## src/design/dlip_pkg.sv

```systemverilog
// package: constants and types for the load/idle/port instruction group
package dlip_pkg;

  // ----------------------------------------------------------------
  // register map (apb byte addresses)
  // ----------------------------------------------------------------
  localparam logic [7:0] ADDR_INSTR   = 8'h00; // write: opcode word to execute
  localparam logic [7:0] ADDR_OPERAND = 8'h04; // write: second word / data read
  localparam logic [7:0] ADDR_CTRL    = 8'h08; // variant, sxm, interrupt_mask_flag, multiplicand
  localparam logic [7:0] ADDR_STATUS  = 8'h0c; // idle, powerdown, busy
  localparam logic [7:0] ADDR_ACC     = 8'h10; // accumulator
  localparam logic [7:0] ADDR_PC      = 8'h14; // program counter
  localparam logic [7:0] ADDR_TIMER   = 8'h18; // free running timer
  localparam logic [7:0] ADDR_WAKE    = 8'h1c; // write: bit0 masked irq, bit1 nmi
  localparam logic [7:0] ADDR_AUX0    = 8'h20; // aux registers 0..7 at 0x20..0x3c

  // ctrl field positions
  localparam int CTRL_VARIANT = 0;  // 1 = later variant
  localparam int CTRL_SXM     = 1;
  localparam int CTRL_INTERRUPT_MASK_FLAG    = 2;
  localparam int CTRL_MPY_LSB = 16; // multiplicand in bits 31:16

  // reset values
  localparam logic        RST_INTERRUPT_MASK_FLAG    = 1'b1;
  localparam logic        RST_SXM     = 1'b1;
  localparam logic        RST_VARIANT = 1'b1;
  localparam logic [15:0] RST_PC      = 16'h0000;

  // opcode patterns
  localparam logic [15:0] OPC_IDLE     = 16'hce1f;
  localparam logic [3:0]  OPC_IN_HI    = 4'h8;    // 1000 pppp
  localparam logic [3:0]  OPC_LAC_HI   = 4'h2;    // 0010 ssss
  localparam logic [7:0]  OPC_LOAD_ACC_SHORT_CONST_OP_HI  = 8'hca;
  localparam logic [7:0]  OPC_LOAD_ACC_VAR_SHIFT_OP_HI  = 8'h42;
  localparam logic [4:0]  OPC_LOAD_ACC_LONG_CONST_OP_HI  = 5'h1a;   // 1101 ssss 00000001, only bits 4:1 compared
  localparam logic [7:0]  OPC_LOAD_ACC_LONG_CONST_OP_LO  = 8'h01;
  localparam logic [4:0]  OPC_LAR_HI   = 5'h06;   // 00110 aaa

  // apb error value
  localparam logic [31:0] BAD_ADDR_DATA = 32'h0000_0000;

  // external bus request carrier
  typedef struct packed {
    logic [15:0] addr;
    logic        io_space_strobe_n;
    logic        external_strobe_n;
    logic        read_n_write;
  } dlip_ext_bus_t;

endpackage

```

## src/design/dlip_core.sv

```systemverilog
// design: decoder and executor for idle, port-read and load instructions
//------------------------------------------------------------------
// Behaviour
// - idle stops fetching until reset or interrupt
// - idle advances program counter once only
// - later variant idle clears interrupt mask
// - earlier variant idle keeps interrupt mask
// - later variant idle enters power-down
// - timer keeps counting while idle
// - port read moves port word into memory
// - port number on low address, upper zero
// - port read drives io strobe low
// - variable shift from multiplicand low nibble
// - variable shift covers zero through fifteen
// - shifted memory load extends per mode flag
// - short constant loads unsigned into low bits
// - short constant zeroes upper 24 bits
// - long constant zero-filled when mode clear
// - accumulator msb set only negative extended
// - long constant default shift is zero
// - aux load copies memory word to register
// - mask flag set ignores maskable interrupts
//------------------------------------------------------------------
`timescale 1ns/1ps
module dlip_core (
  // clock and reset
  input  wire logic        pclk,
  input  wire logic        presetn,
  // apb slave
  input  wire logic        psel,
  input  wire logic        penable,
  input  wire logic        pwrite,
  input  wire logic [7:0]  paddr,
  input  wire logic [31:0] pwdata,
  output logic      [31:0] prdata,
  output logic             pready,
  output logic             pslverr,
  // external bus to io ports and data memory
  output logic      [15:0] ext_addr,
  output logic             io_space_strobe_n,
  output logic             external_strobe_n,
  output logic             ext_read_n_write,
  output logic      [15:0] ext_wdata,
  input  wire logic [15:0] ext_rdata,
  input  wire logic        ext_ready,
  // interrupt requests from outside
  input  wire logic        irq_maskable,
  input  wire logic        irq_nonmaskable,
  // status
  output logic             idle_state,
  output logic             power_down
);

  // execution states
  // ready:    waits for an opcode write from software
  // rd_addr:  spare read setup step, not entered by the decoder
  // rd_wait:  read strobe low, waits for the bus ready
  // wr:       one quiet cycle, then the memory write of a port word
  // wr_wait:  write strobe low, waits for the bus ready
  // idle:     no fetch, program counter frozen, timer still runs
  // hazard: a new opcode is only taken in ready, writes while busy are lost except wake register pulses
  typedef enum logic [2:0] {
    ST_READY, ST_RD_ADDR, ST_RD_WAIT, ST_WR, ST_WR_WAIT, ST_IDLE
  } dlip_state_t;

  //------------------------------------------------------------------
  // state
  //------------------------------------------------------------------
  dlip_state_t   state_ff;
  logic [15:0]   pc_ff;
  logic [31:0]   acc_ff;
  logic [15:0]   aux_ff [8];
  logic [15:0]   mpy_ff;
  logic          sxm_ff;
  logic          interrupt_mask_flag_ff;
  logic          variant_ff;
  logic [31:0]   timer_ff;
  logic [15:0]   instr_ff;
  logic [15:0]   operand_ff;
  logic [15:0]   rdata_ff;
  logic          go_ff;
  dlip_pkg::dlip_ext_bus_t bus_ff;
  logic [15:0]   wdata_ff;
  logic          irqm_s1_ff, irqm_s2_ff;
  logic          nmi_s1_ff, nmi_s2_ff;
  logic          sw_irqm_ff, sw_nmi_ff;

  // apb qualifiers and combined wake request
  // wr_acc marks the access edge of a write, the only edge that changes state
  // rd_acc opens the read mux during setup and access of a read
  // wake merges the synchronised pins and the software pulses
  logic          wr_acc;
  logic          rd_acc;
  logic          wake;

  //------------------------------------------------------------------
  // helpers
  //------------------------------------------------------------------
  // shift a 16-bit word left, extending per mode
  function automatic logic [31:0] shift_load(input logic [15:0] v, input logic [3:0] sh,
                                             input logic ext);
    logic [31:0] w;
    w = ext ? {{16{v[15]}}, v} : {16'h0000, v};
    shift_load = w << sh;
  endfunction

  // apb address decode for an aux register
  function automatic logic is_aux(input logic [7:0] a);
    is_aux = (a[7:5] == dlip_pkg::ADDR_AUX0[7:5]) && (a[1:0] == 2'b00);
  endfunction

  assign wr_acc = psel & penable & pwrite;
  assign rd_acc = psel & ~pwrite;

  //------------------------------------------------------------------
  // apb slave, zero wait states
  //------------------------------------------------------------------
  assign pready  = 1'b1;
  assign pslverr = 1'b0;

  // read mux, registered data comes straight from flops
  always_comb begin
    prdata = dlip_pkg::BAD_ADDR_DATA;
    if (rd_acc) begin
      case (paddr)
        dlip_pkg::ADDR_INSTR:   prdata = {16'h0000, instr_ff};
        dlip_pkg::ADDR_OPERAND: prdata = {16'h0000, rdata_ff};
        dlip_pkg::ADDR_CTRL:    prdata = {mpy_ff, 13'h0000, interrupt_mask_flag_ff, sxm_ff, variant_ff};
        dlip_pkg::ADDR_STATUS:  prdata = {29'h0000_0000, go_ff | (state_ff != ST_READY),
                                          power_down, idle_state};
        dlip_pkg::ADDR_ACC:     prdata = acc_ff;
        dlip_pkg::ADDR_PC:      prdata = {16'h0000, pc_ff};
        dlip_pkg::ADDR_TIMER:   prdata = timer_ff;
        default: begin
          if (is_aux(paddr)) begin
            prdata = {16'h0000, aux_ff[paddr[4:2]]};
          end
        end
      endcase
    end
  end

  //------------------------------------------------------------------
  // interrupt inputs: pins synchronised, software pokes direct
  //------------------------------------------------------------------
  always_ff @(posedge pclk or negedge presetn) begin
    if (!presetn) begin
      irqm_s1_ff <= 1'b0;
      irqm_s2_ff <= 1'b0;
      nmi_s1_ff  <= 1'b0;
      nmi_s2_ff  <= 1'b0;
    end else begin
      irqm_s1_ff <= irq_maskable;
      irqm_s2_ff <= irqm_s1_ff;
      nmi_s1_ff  <= irq_nonmaskable;
      nmi_s2_ff  <= nmi_s1_ff;
    end
  end

  // one-cycle software wake pulses
  always_ff @(posedge pclk or negedge presetn) begin
    if (!presetn) begin
      sw_irqm_ff <= 1'b0;
      sw_nmi_ff  <= 1'b0;
    end else begin
      sw_irqm_ff <= wr_acc && (paddr == dlip_pkg::ADDR_WAKE) && pwdata[0];
      sw_nmi_ff  <= wr_acc && (paddr == dlip_pkg::ADDR_WAKE) && pwdata[1];
    end
  end

  // maskable request counts only while mask flag is clear
  assign wake = ((irqm_s2_ff | sw_irqm_ff) & ~interrupt_mask_flag_ff) | nmi_s2_ff | sw_nmi_ff;

  //------------------------------------------------------------------
  // timer runs in every state
  //------------------------------------------------------------------
  always_ff @(posedge pclk or negedge presetn) begin
    if (!presetn) begin
      timer_ff <= 32'h0000_0000;
    end else begin
      timer_ff <= timer_ff + 32'h0000_0001;
    end
  end

  //------------------------------------------------------------------
  // software configuration and instruction issue
  //------------------------------------------------------------------
  always_ff @(posedge pclk or negedge presetn) begin
    if (!presetn) begin
      instr_ff   <= 16'h0000;
      operand_ff <= 16'h0000;
      mpy_ff     <= 16'h0000;
      sxm_ff     <= dlip_pkg::RST_SXM;
      variant_ff <= dlip_pkg::RST_VARIANT;
      go_ff      <= 1'b0;
    end else begin
      go_ff <= 1'b0;
      if (wr_acc && state_ff == ST_READY && !go_ff) begin
        case (paddr)
          dlip_pkg::ADDR_INSTR: begin
            instr_ff <= pwdata[15:0];
            go_ff    <= 1'b1;
          end
          dlip_pkg::ADDR_OPERAND: operand_ff <= pwdata[15:0];
          dlip_pkg::ADDR_CTRL: begin
            variant_ff <= pwdata[dlip_pkg::CTRL_VARIANT];
            sxm_ff     <= pwdata[dlip_pkg::CTRL_SXM];
            mpy_ff     <= pwdata[dlip_pkg::CTRL_MPY_LSB +: 16];
          end
          default: ;
        endcase
      end
    end
  end

  //------------------------------------------------------------------
  // decode and execute
  //------------------------------------------------------------------
  logic is_idle, is_in, is_lac, is_load_acc_short_const_op, is_load_acc_var_shift_op, is_load_acc_long_const_op, is_lar;
  assign is_idle = instr_ff == dlip_pkg::OPC_IDLE;
  assign is_in   = instr_ff[15:12] == dlip_pkg::OPC_IN_HI;
  assign is_lac  = instr_ff[15:12] == dlip_pkg::OPC_LAC_HI;
  assign is_load_acc_short_const_op = instr_ff[15:8] == dlip_pkg::OPC_LOAD_ACC_SHORT_CONST_OP_HI;
  assign is_load_acc_var_shift_op = instr_ff[15:8] == dlip_pkg::OPC_LOAD_ACC_VAR_SHIFT_OP_HI;
  // long constant: top nibble fixed, shift in bits 11:8, fixed low byte
  assign is_load_acc_long_const_op = (instr_ff[15:12] == dlip_pkg::OPC_LOAD_ACC_LONG_CONST_OP_HI[4:1]) &&
                   (instr_ff[7:0] == dlip_pkg::OPC_LOAD_ACC_LONG_CONST_OP_LO);
  assign is_lar  = instr_ff[15:11] == dlip_pkg::OPC_LAR_HI;

  // decode notes
  // the decoder looks only at the held opcode, never at the bus
  // opcodes outside this group just advance the program counter
  // short and long constants finish in the issue cycle
  // memory loads and the port read leave through the external bus
  // only direct addressing on page zero is carried out here
  // data memory address from the low seven bits
  logic [15:0] dma;
  assign dma = {9'h000, instr_ff[6:0]};

  always_ff @(posedge pclk or negedge presetn) begin
    if (!presetn) begin
      state_ff <= ST_READY;
      pc_ff    <= dlip_pkg::RST_PC;
      acc_ff   <= 32'h0000_0000;
      interrupt_mask_flag_ff  <= dlip_pkg::RST_INTERRUPT_MASK_FLAG;
      rdata_ff <= 16'h0000;
      wdata_ff <= 16'h0000;
      bus_ff   <= '{addr: 16'h0000, io_space_strobe_n: 1'b1,
                    external_strobe_n: 1'b1, read_n_write: 1'b1};
      for (int i = 0; i < 8; i++) begin
        aux_ff[i] <= 16'h0000;
      end
    end else begin
      case (state_ff)
        ST_READY: begin
          if (wr_acc && paddr == dlip_pkg::ADDR_CTRL && !go_ff) begin
            interrupt_mask_flag_ff <= pwdata[dlip_pkg::CTRL_INTERRUPT_MASK_FLAG];
          end
          if (go_ff) begin
            if (is_load_acc_long_const_op) begin
              pc_ff <= pc_ff + 16'h0002;
              // constant from second word, shift field defaults to zero
              acc_ff <= shift_load(operand_ff, instr_ff[11:8], sxm_ff);
            end else begin
              pc_ff <= pc_ff + 16'h0001;
            end
            if (is_idle) begin
              if (variant_ff) begin
                interrupt_mask_flag_ff <= 1'b0;
              end
              // earlier variant leaves mask untouched
              state_ff <= ST_IDLE;
            end else if (is_load_acc_short_const_op) begin
              acc_ff <= {24'h000000, instr_ff[7:0]};
            end else if (is_in) begin
              // port number low, upper address lines zero
              bus_ff <= '{addr: {12'h000, instr_ff[11:8]}, io_space_strobe_n: 1'b0,
                          external_strobe_n: 1'b0, read_n_write: 1'b1};
              state_ff <= ST_RD_WAIT;
            end else if (is_lac || is_load_acc_var_shift_op || is_lar) begin
              bus_ff <= '{addr: dma, io_space_strobe_n: 1'b1,
                          external_strobe_n: 1'b0, read_n_write: 1'b1};
              state_ff <= ST_RD_WAIT;
            end
          end
        end
        ST_RD_WAIT: begin
          if (ext_ready) begin
            rdata_ff <= ext_rdata;
            bus_ff   <= '{addr: 16'h0000, io_space_strobe_n: 1'b1,
                          external_strobe_n: 1'b1, read_n_write: 1'b1};
            if (is_in) begin
              wdata_ff <= ext_rdata;
              state_ff <= ST_WR;
            end else begin
              if (is_lac) begin
                acc_ff <= shift_load(ext_rdata, instr_ff[11:8], sxm_ff);
              end else if (is_load_acc_var_shift_op) begin
                acc_ff <= shift_load(ext_rdata, mpy_ff[3:0], sxm_ff);
              end else begin
                aux_ff[instr_ff[10:8]] <= ext_rdata;
              end
              state_ff <= ST_READY;
            end
          end
        end
        ST_WR: begin
          // write the port word into data memory
          bus_ff <= '{addr: dma, io_space_strobe_n: 1'b1,
                      external_strobe_n: 1'b0, read_n_write: 1'b0};
          state_ff <= ST_WR_WAIT;
        end
        ST_WR_WAIT: begin
          if (ext_ready) begin
            bus_ff <= '{addr: 16'h0000, io_space_strobe_n: 1'b1,
                        external_strobe_n: 1'b1, read_n_write: 1'b1};
            state_ff <= ST_READY;
          end
        end
        ST_IDLE: begin
          // no fetch, pc frozen until wake
          if (wake) begin
            state_ff <= ST_READY;
          end
        end
        default: state_ff <= ST_READY;
      endcase
    end
  end

  //------------------------------------------------------------------
  // outputs
  //------------------------------------------------------------------
  // bus pins come straight from the request flops
  // strobes therefore never glitch between two bus steps
  // address and direction change only together with the strobes
  // write data holds the last port word until the next port read
  // idle and power-down are decoded from the state register
  // power-down follows the variant bit as it stood at idle entry
  // a variant change while idle is refused by the issue logic
  // nothing here depends on the apb inputs, so no path runs through
  // from the register bus to the external pins within one cycle
  // the timer is not affected by any state, see its own process
  // a maskable wake with the mask set leaves the core idle, by design
  // the nonmaskable pin and pulse always end the idle state
  // after wake the next opcode write may follow at once
  // port read and memory write never overlap on the bus
  // the quiet cycle between them lets the strobes return high
  // ready is sampled once per step, a held ready is not reused
  // reset puts every strobe high and the address to zero
  assign ext_addr          = bus_ff.addr;
  assign io_space_strobe_n = bus_ff.io_space_strobe_n;
  assign external_strobe_n = bus_ff.external_strobe_n;
  assign ext_read_n_write  = bus_ff.read_n_write;
  assign ext_wdata         = wdata_ff;
  assign idle_state        = state_ff == ST_IDLE;
  assign power_down        = (state_ff == ST_IDLE) & variant_ff;

endmodule

```

## config.mk

```make
export PLATFORM = sky130hd
export DESIGN_NAME = dlip_core
export DESIGN_NICKNAME = d
export VERILOG_FILES = /design/src/design/dlip_pkg.sv /design/src/design/dlip_core.sv
export SDC_FILE = /design/constraint.sdc
export NUM_CORES = 1
export LEC_CHECK = 0
export ABC_AREA = 1
export BUFFER_PORTS_ARGS = -buffer_cell sky130_fd_sc_hd__buf_2
export CORE_ASPECT_RATIO = 1.25
export CORE_MARGIN = 5
export CORE_UTILIZATION = 55
export DETAILED_ROUTE_END_ITERATION = 10
export MAX_ROUTING_LAYER = met4
export PLACE_DENSITY = 0.77
export SLEW_MARGIN = 20
export SYNTH_ARGS = -nofsm -noshare
export SYNTH_HDL_FRONTEND = slang
export SYNTH_SLANG_ARGS = --single-unit
```

## constraint.sdc

```tcl
create_clock -name pclk -period 2.4 [get_ports pclk]
set_input_delay 0.48 -clock pclk [delete_from_list [all_inputs] [get_ports pclk]]
set_output_delay 0.48 -clock pclk [all_outputs]
set_load 0.005 [all_outputs]
```

# Yosys cells after proc, flatten, opt, wreduce, memory -nomap -nowiden
# Cells that the tools add are included.
# word_totals
regBits	320
# classes
addsub	3
magnitude_cmp	3
n_eq_ne	32
n_shift	3
muxes	44
bitwise_logic	16
n_reduce_logical	30
# ops
cell	n
2-to-1 mux 32 bit	11
one-hot mux 32 bit (7 select lines)	1
bitwise mux 128 bit	1
2-to-1 mux 19 bit	6
<< shifter 32 x 4 -> 32 bit	3
2-to-1 mux 16 bit	5
one-hot mux 32 bit (2 select lines)	1
one-hot mux 19 bit (3 select lines)	1
binary-select mux 16 bit (select 3 bit)	1
demux 16 bit (select 3 bit)	1
adder 32 x 1 -> 32 bit (second input constant)	1
equality test 8 x 5 -> 1 bit (second input constant)	4
2-to-1 mux 3 bit	8
adder 16 x 1 -> 16 bit (second input constant)	1
adder 16 x 2 -> 16 bit (second input constant)	1
equality test 16 bit (second input constant)	1
equality test 8 x 4 -> 1 bit (second input constant)	2
one-hot mux 3 bit (5 select lines)	1
!= test 2 bit (second input constant)	6
AND reduction 6 bit	2
logical AND 1 bit	10
AND reduction 2 bit	5
AND reduction 5 bit	2
equality test 4 bit (second input constant)	2
other kinds (30)	54

# Depth between registers and ports, before layout
# Gate-level depths: netlist of the first run.
# depth
word_depth	9
mapped_depth	14

# Least setup slack after synthesis of the first run
# Ideal clock, no wire load.
# synth_timing
path_kind	input to output
startpoint	input paddr[1]
endpoint	output prdata[11]
arrival_ns	1.906
required_ns	1.920
setup_slack_ns	0.014
path_stages	8
path_cell_list	or2_0 -> clkbuf_1 -> a311oi_1 -> inv_1 -> nor2_2 -> inv_1 -> clkbuf_1 -> o21ai_0
# synth_between
elab_chain_cells	5
word_cells_on_any_way	12
cone_classes	eq/ne: 6; mux: 3; reduce/logical: 3
# synth_lines
item	line_no	rtl
from (decl)	dlip_core.sv:33	input wire logic [7:0] paddr,
logical NOT 2 bit	dlip_core.sv:109	is_aux = (a[7:5] == dlip_pkg::ADDR_AUX0[7:5]) && (a[1:0] == 2'b00);
logical AND 1 bit	dlip_core.sv:109	
2-to-1 mux 16 bit	dlip_core.sv:135	if (is_aux(paddr)) begin
one-hot mux 32 bit (7 select lines) (*)	dlip_core.sv:125	case (paddr)
2-to-1 mux 32 bit (*)	dlip_core.sv:124	if (rd_acc) begin
to (decl)	dlip_core.sv:35	output logic [31:0] prdata,
# Every way passes the cells marked *; elsewhere a longest branch is shown, timed or not.

# Final worst setup path of the first run
# layout_timing
startpoint	input paddr[6]
endpoint	output prdata[2]
# layout_between
elab_chain_cells	5
word_cells_on_any_way	12
cone_classes	eq/ne: 7; mux: 3; reduce/logical: 2
# layout_lines
item	line_no
equality test 3 x 1 -> 1 bit	dlip_core.sv:109
logical AND 1 bit	dlip_core.sv:109
2-to-1 mux 16 bit	dlip_core.sv:135
one-hot mux 32 bit (7 select lines) (*)	dlip_core.sv:125
2-to-1 mux 32 bit (*)	dlip_core.sv:124
# Marks and branches as above.

==> results.txt, run 1 <==
The run finished, with violations left. The final reports fail on negative setup slack. The count of pins on the block boundary is 135. The worst-case setup margin in the final layout is -0.0943 ns. The core outline area is 0.0301 mm². For this run, the leading register cell type out of synthesis is sky130_fd_sc_hd__dfrtp_1.

The routability-driven placement congestion ratio is 1.09. The cell-internal power came out at 10.2 mW. The number of enable-type register cells in the synthesized netlist is 0. The DRC marker count from the first detailed-route iteration is 2049. The final standard cell utilization of the core came out at 69.7%.

The total number of clock tree sinks is 311. The most frequently used cell type in the post-synthesis netlist is sky130_fd_sc_hd__nand2_1. Of the total power, the clock network draws 42.0%.

Clock tree synthesis inserted a total of 34 buffers. Counting every instance in the synthesized netlist gives 2246. The largest total area in the synthesized netlist belongs to sky130_fd_sc_hd__dfrtp_1. For this configuration, the core starts out at a cell density of 55.7%. The number of vias per cell after detailed routing came out at 6.01. The number of antenna violations at the first check in global routing is 2. Sequential cells were found to cover 46.4% of the synthesized design area. The tightest min-delay check is of the in -> reg type. In the final layout, the multi-input gates occupy 0.00831 mm². The sequential share of power is 41.7%. The number of violations of the max-capacitance limit is 0. The switching power of the nets is 3.88 mW. The sum of overflow across all layers after global routing is 0.

The final setup skew is 0.0137 ns. Setup violations remaining at the end of the flow were counted as 15. The half-perimeter wire length of the detailed placement result is 47100 µm. The tree is rooted in a sky130_fd_sc_hd__clkbuf_16. The portion of synthesized cell area occupied by the leading cell type is 45.5%. At the worst endpoint, the arrival time is 2.01 ns. Yosys attributes the largest share of cell area to sky130_fd_sc_hd__dfrtp_1 (46%), sky130_fd_sc_hd__nand2_1 (15%), sky130_fd_sc_hd__o21ai_0 (8.0%). For this run, asynchronously set or reset flops after synthesis account for 100%. The chip width came out at 166 µm. The synthesized area per cell is 7.47 µm².

The total placed cells including tap cells is 2800. The number of global-route vias before repair is 16.8k. The finished layout cell area is 0.0210 mm². The first detailed-routing pass took 6 iterations.

The die is 205 µm tall. The tightest slew margin relative to the limit is 46.5%. The net total in the final layout is 2528. After detailed placement, the total cell area comes to 0.0189 mm². The total via count in the routed design came out at 17.4k. Summed over all nets, wire length on met2 after detailed routing comes to 31200 µm.

The aggregate global-route resource usage is 38.0%. Of the cells placed in the final design, the portion with a size suffix greater than 1 is 19.9%. The area growth from synthesis to layout is 25.2%. The H-tree generated during clock tree synthesis spans 2 levels. Synthesis instantiated 45 different standard cells from the library. The CTS tree is built.

The worst setup path is launched from a primary input. The final critical-path share of the clock period came out at 104%. After the flow finishes, the layout carries non-filler instances totaling 2890. Counting flops and latches in the post-synthesis netlist gives 311.

The count of buffers inserted at the top-level ports is 123. The time the worst path needs with I/O delays and setup is 2.49 ns. The wire length of the first global-routing pass is 97300 µm. Dividing the detail-routed wire length by the instance count gives 22.4 µm. The later pin in the worst-skew pair is clocked with a latency of 0.53 ns.

The endpoint class of the critical path is a primary output. The total leakage power came out at 9.83 nW. For the worst setup path, the data required time is 1.92 ns. The count of antenna-violating nets left after detailed routing came out at 0. Of all nets on the critical path, the largest fanout is 5. Counting instances in the post-synthesis netlist gives the leading cell types as sky130_fd_sc_hd__nand2_1 (670), sky130_fd_sc_hd__dfrtp_1 (305), sky130_fd_sc_hd__o21ai_0 (269). The clock passes through at most 3 buffers. Setup repair after global routing could not meet its margin everywhere.

The final count of pins violating max slew came out at 0. The critical path start-end classification is in -> out. Across the VDD grid, the largest voltage drop is 669 µV.

The count of standard-cell rows came out at 71. The floorplan die area came out at 0.0341 mm². The post-synthesis cell area came out at 0.0168 mm². The largest net degree at the start of global routing came out at 80.

The detailed-route wire length came out at 64600 µm. The overall power of the completed layout is 14.1 mW. The area occupied by registers came out at 0.00779 mm². The routed length on met1 came out at 24200 µm. The fraction of power spent switching nets came out at 27.6%. The actual slew at the worst max-slew pin is 0.800 ns.

The maximum operating frequency came out at 0.401 GHz. The detailed router used layers up to and including met4. The final routed DRC violation total came out at 0. The part of the total power dissipated in combinational logic came out at 16.3%. The count of synthesis-stage warnings from yosys is 0. The count of endpoints failing hold in the final timing report is 0.

After filler insertion, the fill cell instance count of the layout stands at 2427. The total met3 wirelength after detailed routing came out at 4810 µm. The final total negative setup slack came out at -0.569 ns.

After clock tree synthesis, the clock-pin slew on the worst setup and hold paths is 0.06 ns. The power per unit of standard cell area came out at 669 mW/mm².
==> layout make-up <==
class                      instances  area share, %
timing repair buffer             312           12.0
antenna                            3         0.0358
sequential                       311           37.1
clock inverter                    17           1.40
clock buffer                      44           4.57
multi-input combinational       1649           39.6
inverter                         152           2.82
tap                              401           2.39
timing repair inverter             1         0.0358
==> layer usage <==
metal  up-vias  track usage [%]
met5         -                -
met4         0             21.9
met3       242             4.82
met2       930             62.0
met1      8328             45.9
li1       7878                -
==> per-stage QoR <==
step	hold slack, ns	setup WS (ns)
after CTS	0.0459	-0.0696
after global placement	0.337	-0.377
after floorplan	0.184	0.0144
after detailed placement	0.346	-0.416
final	0.0579	-0.0943
after global routing	0.0540	-0.145
==> layout by cell type (no fill, tap or decap), drive strengths merged, types with 8 or more instances in the layout <==
cell type	n
a22oi	27
conb	11
o21ai	280
mux2	16
nor2	147
nand2	671
nand4	42
o211ai	13
buf	310
xor2	39
nand3	243
bufinv	8
a31oi	19
inv	148
dfrtp	305
nor3	30
clkbuf	45
a21oi	47
a211oi	10
==> timing repair <==
| item | in CTS | in global routing |
|---|---|---|
| setup endpoints to repair | 40 | 66 |
| hold endpoints to repair | 50 | 0 |
| gates resized for setup | 56 | 127 |
| pin swaps | 9 | 30 |
| setup buffers | 14 | 7 |
| gates cloned | 1 | 4 |
| hold buffers | 1 | 0 |
==> power by group through the flow <==
stage	registers, mW	logic, mW	clock network (mW)
after floorplan	5.85	1.03	0
after global placement	5.91	1.81	0
after detailed placement	5.92	1.85	0
after CTS	5.84	2.07	5.92
after global routing	5.89	2.48	6.15
final	5.85	2.29	5.91
==> final timing paths <==
| kind | startpoint | to | slack [ns] | cells after the start |
|---|---|---|---|---|
| max | paddr[6] | prdata[2] | -0.09 | 13 |
| min reg2reg | nmi_s1_ff$_DFF_PN0_ | nmi_s2_ff$_DFF_PN0_ | 0.36 | 0 |
| max in group asynchronous | presetn | aux_ff[98]$_DFFE_PN0P_ | 1.12 | 3 |
| min in group asynchronous | presetn | nmi_s1_ff$_DFF_PN0_ | 0.46 | 2 |
| min | irq_nonmaskable | nmi_s1_ff$_DFF_PN0_ | 0.06 | 1 |
| max reg2reg | state_ff[1]$_DFFE_PN0P_ | acc_ff[16]$_DFFE_PN0P_ | 0 | 15 |
==> state kept, by name, indices dropped and copies added, names as in the netlist, 3 cells and up <==
register	count
timer_ff	32
acc_ff	32
ext_wdata	16
instr_ff	16
aux_ff	128
rdata_ff	16
operand_ff	16
mpy_ff	16
pc_ff	16
state_ff	3
ext_addr	7
==> worst max-delay path, stage by stage <==
cell	delay [ns]
sky130_fd_sc_hd__buf_6	0.10
sky130_fd_sc_hd__nor2_4	0.15
sky130_fd_sc_hd__nand2_4	0.10
sky130_fd_sc_hd__nor2_4	0.20
sky130_fd_sc_hd__nand2_4	0.11
sky130_fd_sc_hd__clkinvlp_4	0.16
sky130_fd_sc_hd__buf_4	0.13
sky130_fd_sc_hd__nand2_1	0.06
sky130_fd_sc_hd__o2111ai_2	0.09
sky130_fd_sc_hd__o21ai_1	0.09
sky130_fd_sc_hd__buf_4	0.15
sky130_fd_sc_hd__o21ai_2	0.05
sky130_fd_sc_hd__buf_2	0.13
==> cell families after synthesis <==
logic type,count (synthesis),synth area share [%]
multiplexers,16,1.07
other,2,0.0448
AO/OA/AOI/OAI,422,13.9
AND/OR/NAND/NOR,1153,29.0
flip-flops,311,46.4
adder cells (fa/ha/maj),3,0.224
buffers and inverters,297,7.11
XOR/XNOR,42,2.19
Note: power is estimated with default switching activity, not from simulation.
==> run 2: changes to the inputs <==
PLACE_DENSITY = 0.86   (was 0.77)
clock period = 2.1 ns   (was 2.4 ns; I/O delays follow)
==> results.txt, run 2 (same netlist as run 1, synthesis figures left out) <==
The run finished, with violations left. The final reports fail on negative setup slack. The aggregate global-route resource usage is 40.3%. The starting density of the core is 55.7%.

The share of final-layout standard cells stronger than drive strength 1 came out at 25.3%. The clock network latency to the later pin of the worst-skew pair is 0.59 ns. The number of global-route vias before repair came out at 17.9k. The required time of the worst setup path is 1.68 ns. Buffers placed on the I/O ports in this run total 123. In this run the clock root is driven by a sky130_fd_sc_hd__clkbuf_16. The buffer levels on the longest clock path came out at 3. In the final layout, the registers with the most flip-flops are aux_ff (128), acc_ff (32), timer_ff (32). The critical path in this run is classified as in -> out. In the layout the commonest cells are sky130_fd_sc_hd__nand2_1 (646), sky130_fd_sc_hd__dfrtp_1 (302), sky130_fd_sc_hd__o21ai_0 (228). Leaving out fill and tap cells, the most frequent cell in the layout is sky130_fd_sc_hd__nand2_1. More flip-flops sit in one register than any other, and that register is aux_ff. The tightest min-delay check is of the in -> reg type. The final critical-path share of the clock period is 116%.

The final routed DRC violation total is 0. The count of H-tree levels built during CTS came out at 1. The actual slew at the worst max-slew pin came out at 0.704 ns. The startpoint of the worst-slack reg-to-reg timing path is instr_ff[12]$_DFFE_PN0P_. The clock drives 311 sinks. Entering global routing, the biggest net connects 62 pins. The final count of pins violating max slew was 0.

For this design the top-level I/O count stands at 135. The die span in y came out at 205 µm. The data arrival time of the worst path is 2.02 ns. The post-synthesis to final-layout area growth is 30.9%. The final-layout fill cell count came out at 2217. TritonCTS built the clock tree. Once layout is complete, the utilization of the core stands at 72.9%. The number of antenna violations at the first check in global routing is 1. The number of flip-flops in the largest register came out at 128. The number of endpoints failing setup at the final stage came out at 45.

The maximum VDD drop came out at 798 µV. The power per unit of standard cell area came out at 718 mW/mm². The tightest hold path in the finished design has a slack of 0.0576 ns. Setup repair after global routing could not meet its margin everywhere. The count of standard-cell rows is 71. The routability-driven placement congestion ratio came out at 1.03.

The core outline area is 0.0301 mm². The first TritonRoute pass finished after 7 iterations. The cell area after placement came out at 0.0196 mm². The time the worst path needs with I/O delays and setup is 2.44 ns. The chip width came out at 166 µm.

The final layout contains routed wiring with a total length of 70200 µm. The number of violations of the max-capacitance limit came out at 0. Timing would allow up to 0.409 GHz. The total leakage power is 10.3 nW. The floorplan die area is 0.0341 mm². Measured against its own limit, the worst slew margin works out to 52.7%. The final total negative setup slack came out at -9.96 ns. The count of antenna-violating nets left after detailed routing came out at 0.

The number of vias per cell after detailed routing came out at 6.16. For the final database, setup skew stands at 0.00996 ns. STA classifies the critical path startpoint as a primary input.

The number of clock buffers inserted by TritonCTS is 31. The highest fanout seen on the critical path is 16. The finished layout cell area is 0.0219 mm². For this run, the post-layout net count is 2626. The first global-routing pass estimated 104000 µm of wire.

In this run the most critical hold path is launched from pwdata[24]. The post-CTS clock slew at the launch and capture registers of the worst setup and hold paths is 0.06 ns. The half-perimeter wire length of the detailed placement result came out at 49300 µm. The worst setup path is captured at a primary output. The count of endpoints failing hold in the final timing report came out at 0. After detailed routing, the average wire length per cell comes to 23.5 µm. The DRC marker count from the first detailed-route iteration is 2281. The sum of overflow across all layers after global routing came out at 0. The critical path launch point is paddr[0]. After layout, the worst setup slack is -0.344 ns. For this block, the via count after detailed routing is 18.4k.
-- run 2: changes by cell type in the layout (fill, tap and decap cells not counted), sizes merged, moves of 2 or more --
| cell | previous run | this run |
|---|---|---|
| buf | 310 | 408 |
| bufinv | 8 | 5 |
| clkinv | 7 | 10 |
| clkinvlp | 7 | 2 |
| dlygate4sd3 | 1 | 3 |
| inv | 148 | 150 |
| nand3b | 5 | 3 |
-- run 2: path summary, 6_finish.rpt --
check | depth (start not counted) | end | slack, ns
hold reg to reg | 0 | irqm_s2_ff$_DFF_PN0_ | 0.36
setup reg to reg | 14 | ext_addr[0]$_DFFE_PN0P_ | -0.13
hold / removal | 2 | mpy_ff[8]$_DFFE_PN0P_ | 0.06
min in group asynchronous | 2 | ext_addr[0]$_DFFE_PN0P_ | 0.36
max in group asynchronous | 3 | pc_ff[3]$_DFFE_PN0P_ | 0.98
setup / recovery | 10 | prdata[25] | -0.34
-- run 2: cell type report --
type / instances / area, µm² / share of cell area, %
diodes: 2 / 5.00 / 0.0228
clock buffers: 41 / 833 / 3.80
clock inverters: 15 / 218 / 0.992
inverters: 152 / 582 / 2.65
multi-input cells: 1648 / 8610 / 39.2
flip-flops and latches: 311 / 7790 / 35.5
well taps: 401 / 502 / 2.29
repair buffers: 415 / 3410 / 15.5
-- run 2: layer usage --
metal  track usage [%]  up-vias  wire length (µm)
li1                  -     8074                 -
met1              47.7     8688             24800
met2              67.5     1253             34000
met3              4.98      366              5940
met4              22.6        0              5510
met5                 -        -                 0
-- run 2: worst max-delay path, cell delays in order --
cell	delay, ns
sky130_fd_sc_hd__buf_6	0.09
sky130_fd_sc_hd__or2_4	0.30
sky130_fd_sc_hd__buf_6	0.14
sky130_fd_sc_hd__a311oi_2	0.23
sky130_fd_sc_hd__inv_1	0.11
sky130_fd_sc_hd__nor2_4	0.16
sky130_fd_sc_hd__inv_4	0.09
sky130_fd_sc_hd__buf_12	0.17
sky130_fd_sc_hd__a31oi_4	0.15
sky130_fd_sc_hd__buf_2	0.13
-- run 2: metrics by stage --
stage          total power, mW  setup WS (ns)  cells
3_5_place_dp              9.01         -0.613   2884
5_1_grt                   16.2         -0.415   2984
3_3_place_gp              8.94         -0.659   2884
6_report                  15.8         -0.344   2985
2_1_floorplan             7.88       0.000924   2255
4_1_cts                   15.3         -0.320   2959
-- run 2: report_power, final --
part	total [mW]	internal [mW]	switching (mW)
Clock	5.96	3.41	2.55
Combinational	3.11	1.30	1.80
Sequential	6.70	6.42	0.284
-- run 2: timing repair --
| item | in CTS | in global routing |
|---|---|---|
| setup buffers | 16 | 19 |
| hold endpoints to repair | 53 | 0 |
| gates cloned | 3 | 7 |
| resized for setup | 107 | 166 |
| endpoints found under the setup margin | 190 | 216 |
| hold buffers | 3 | 0 |
| pin swaps | 16 | 34 |
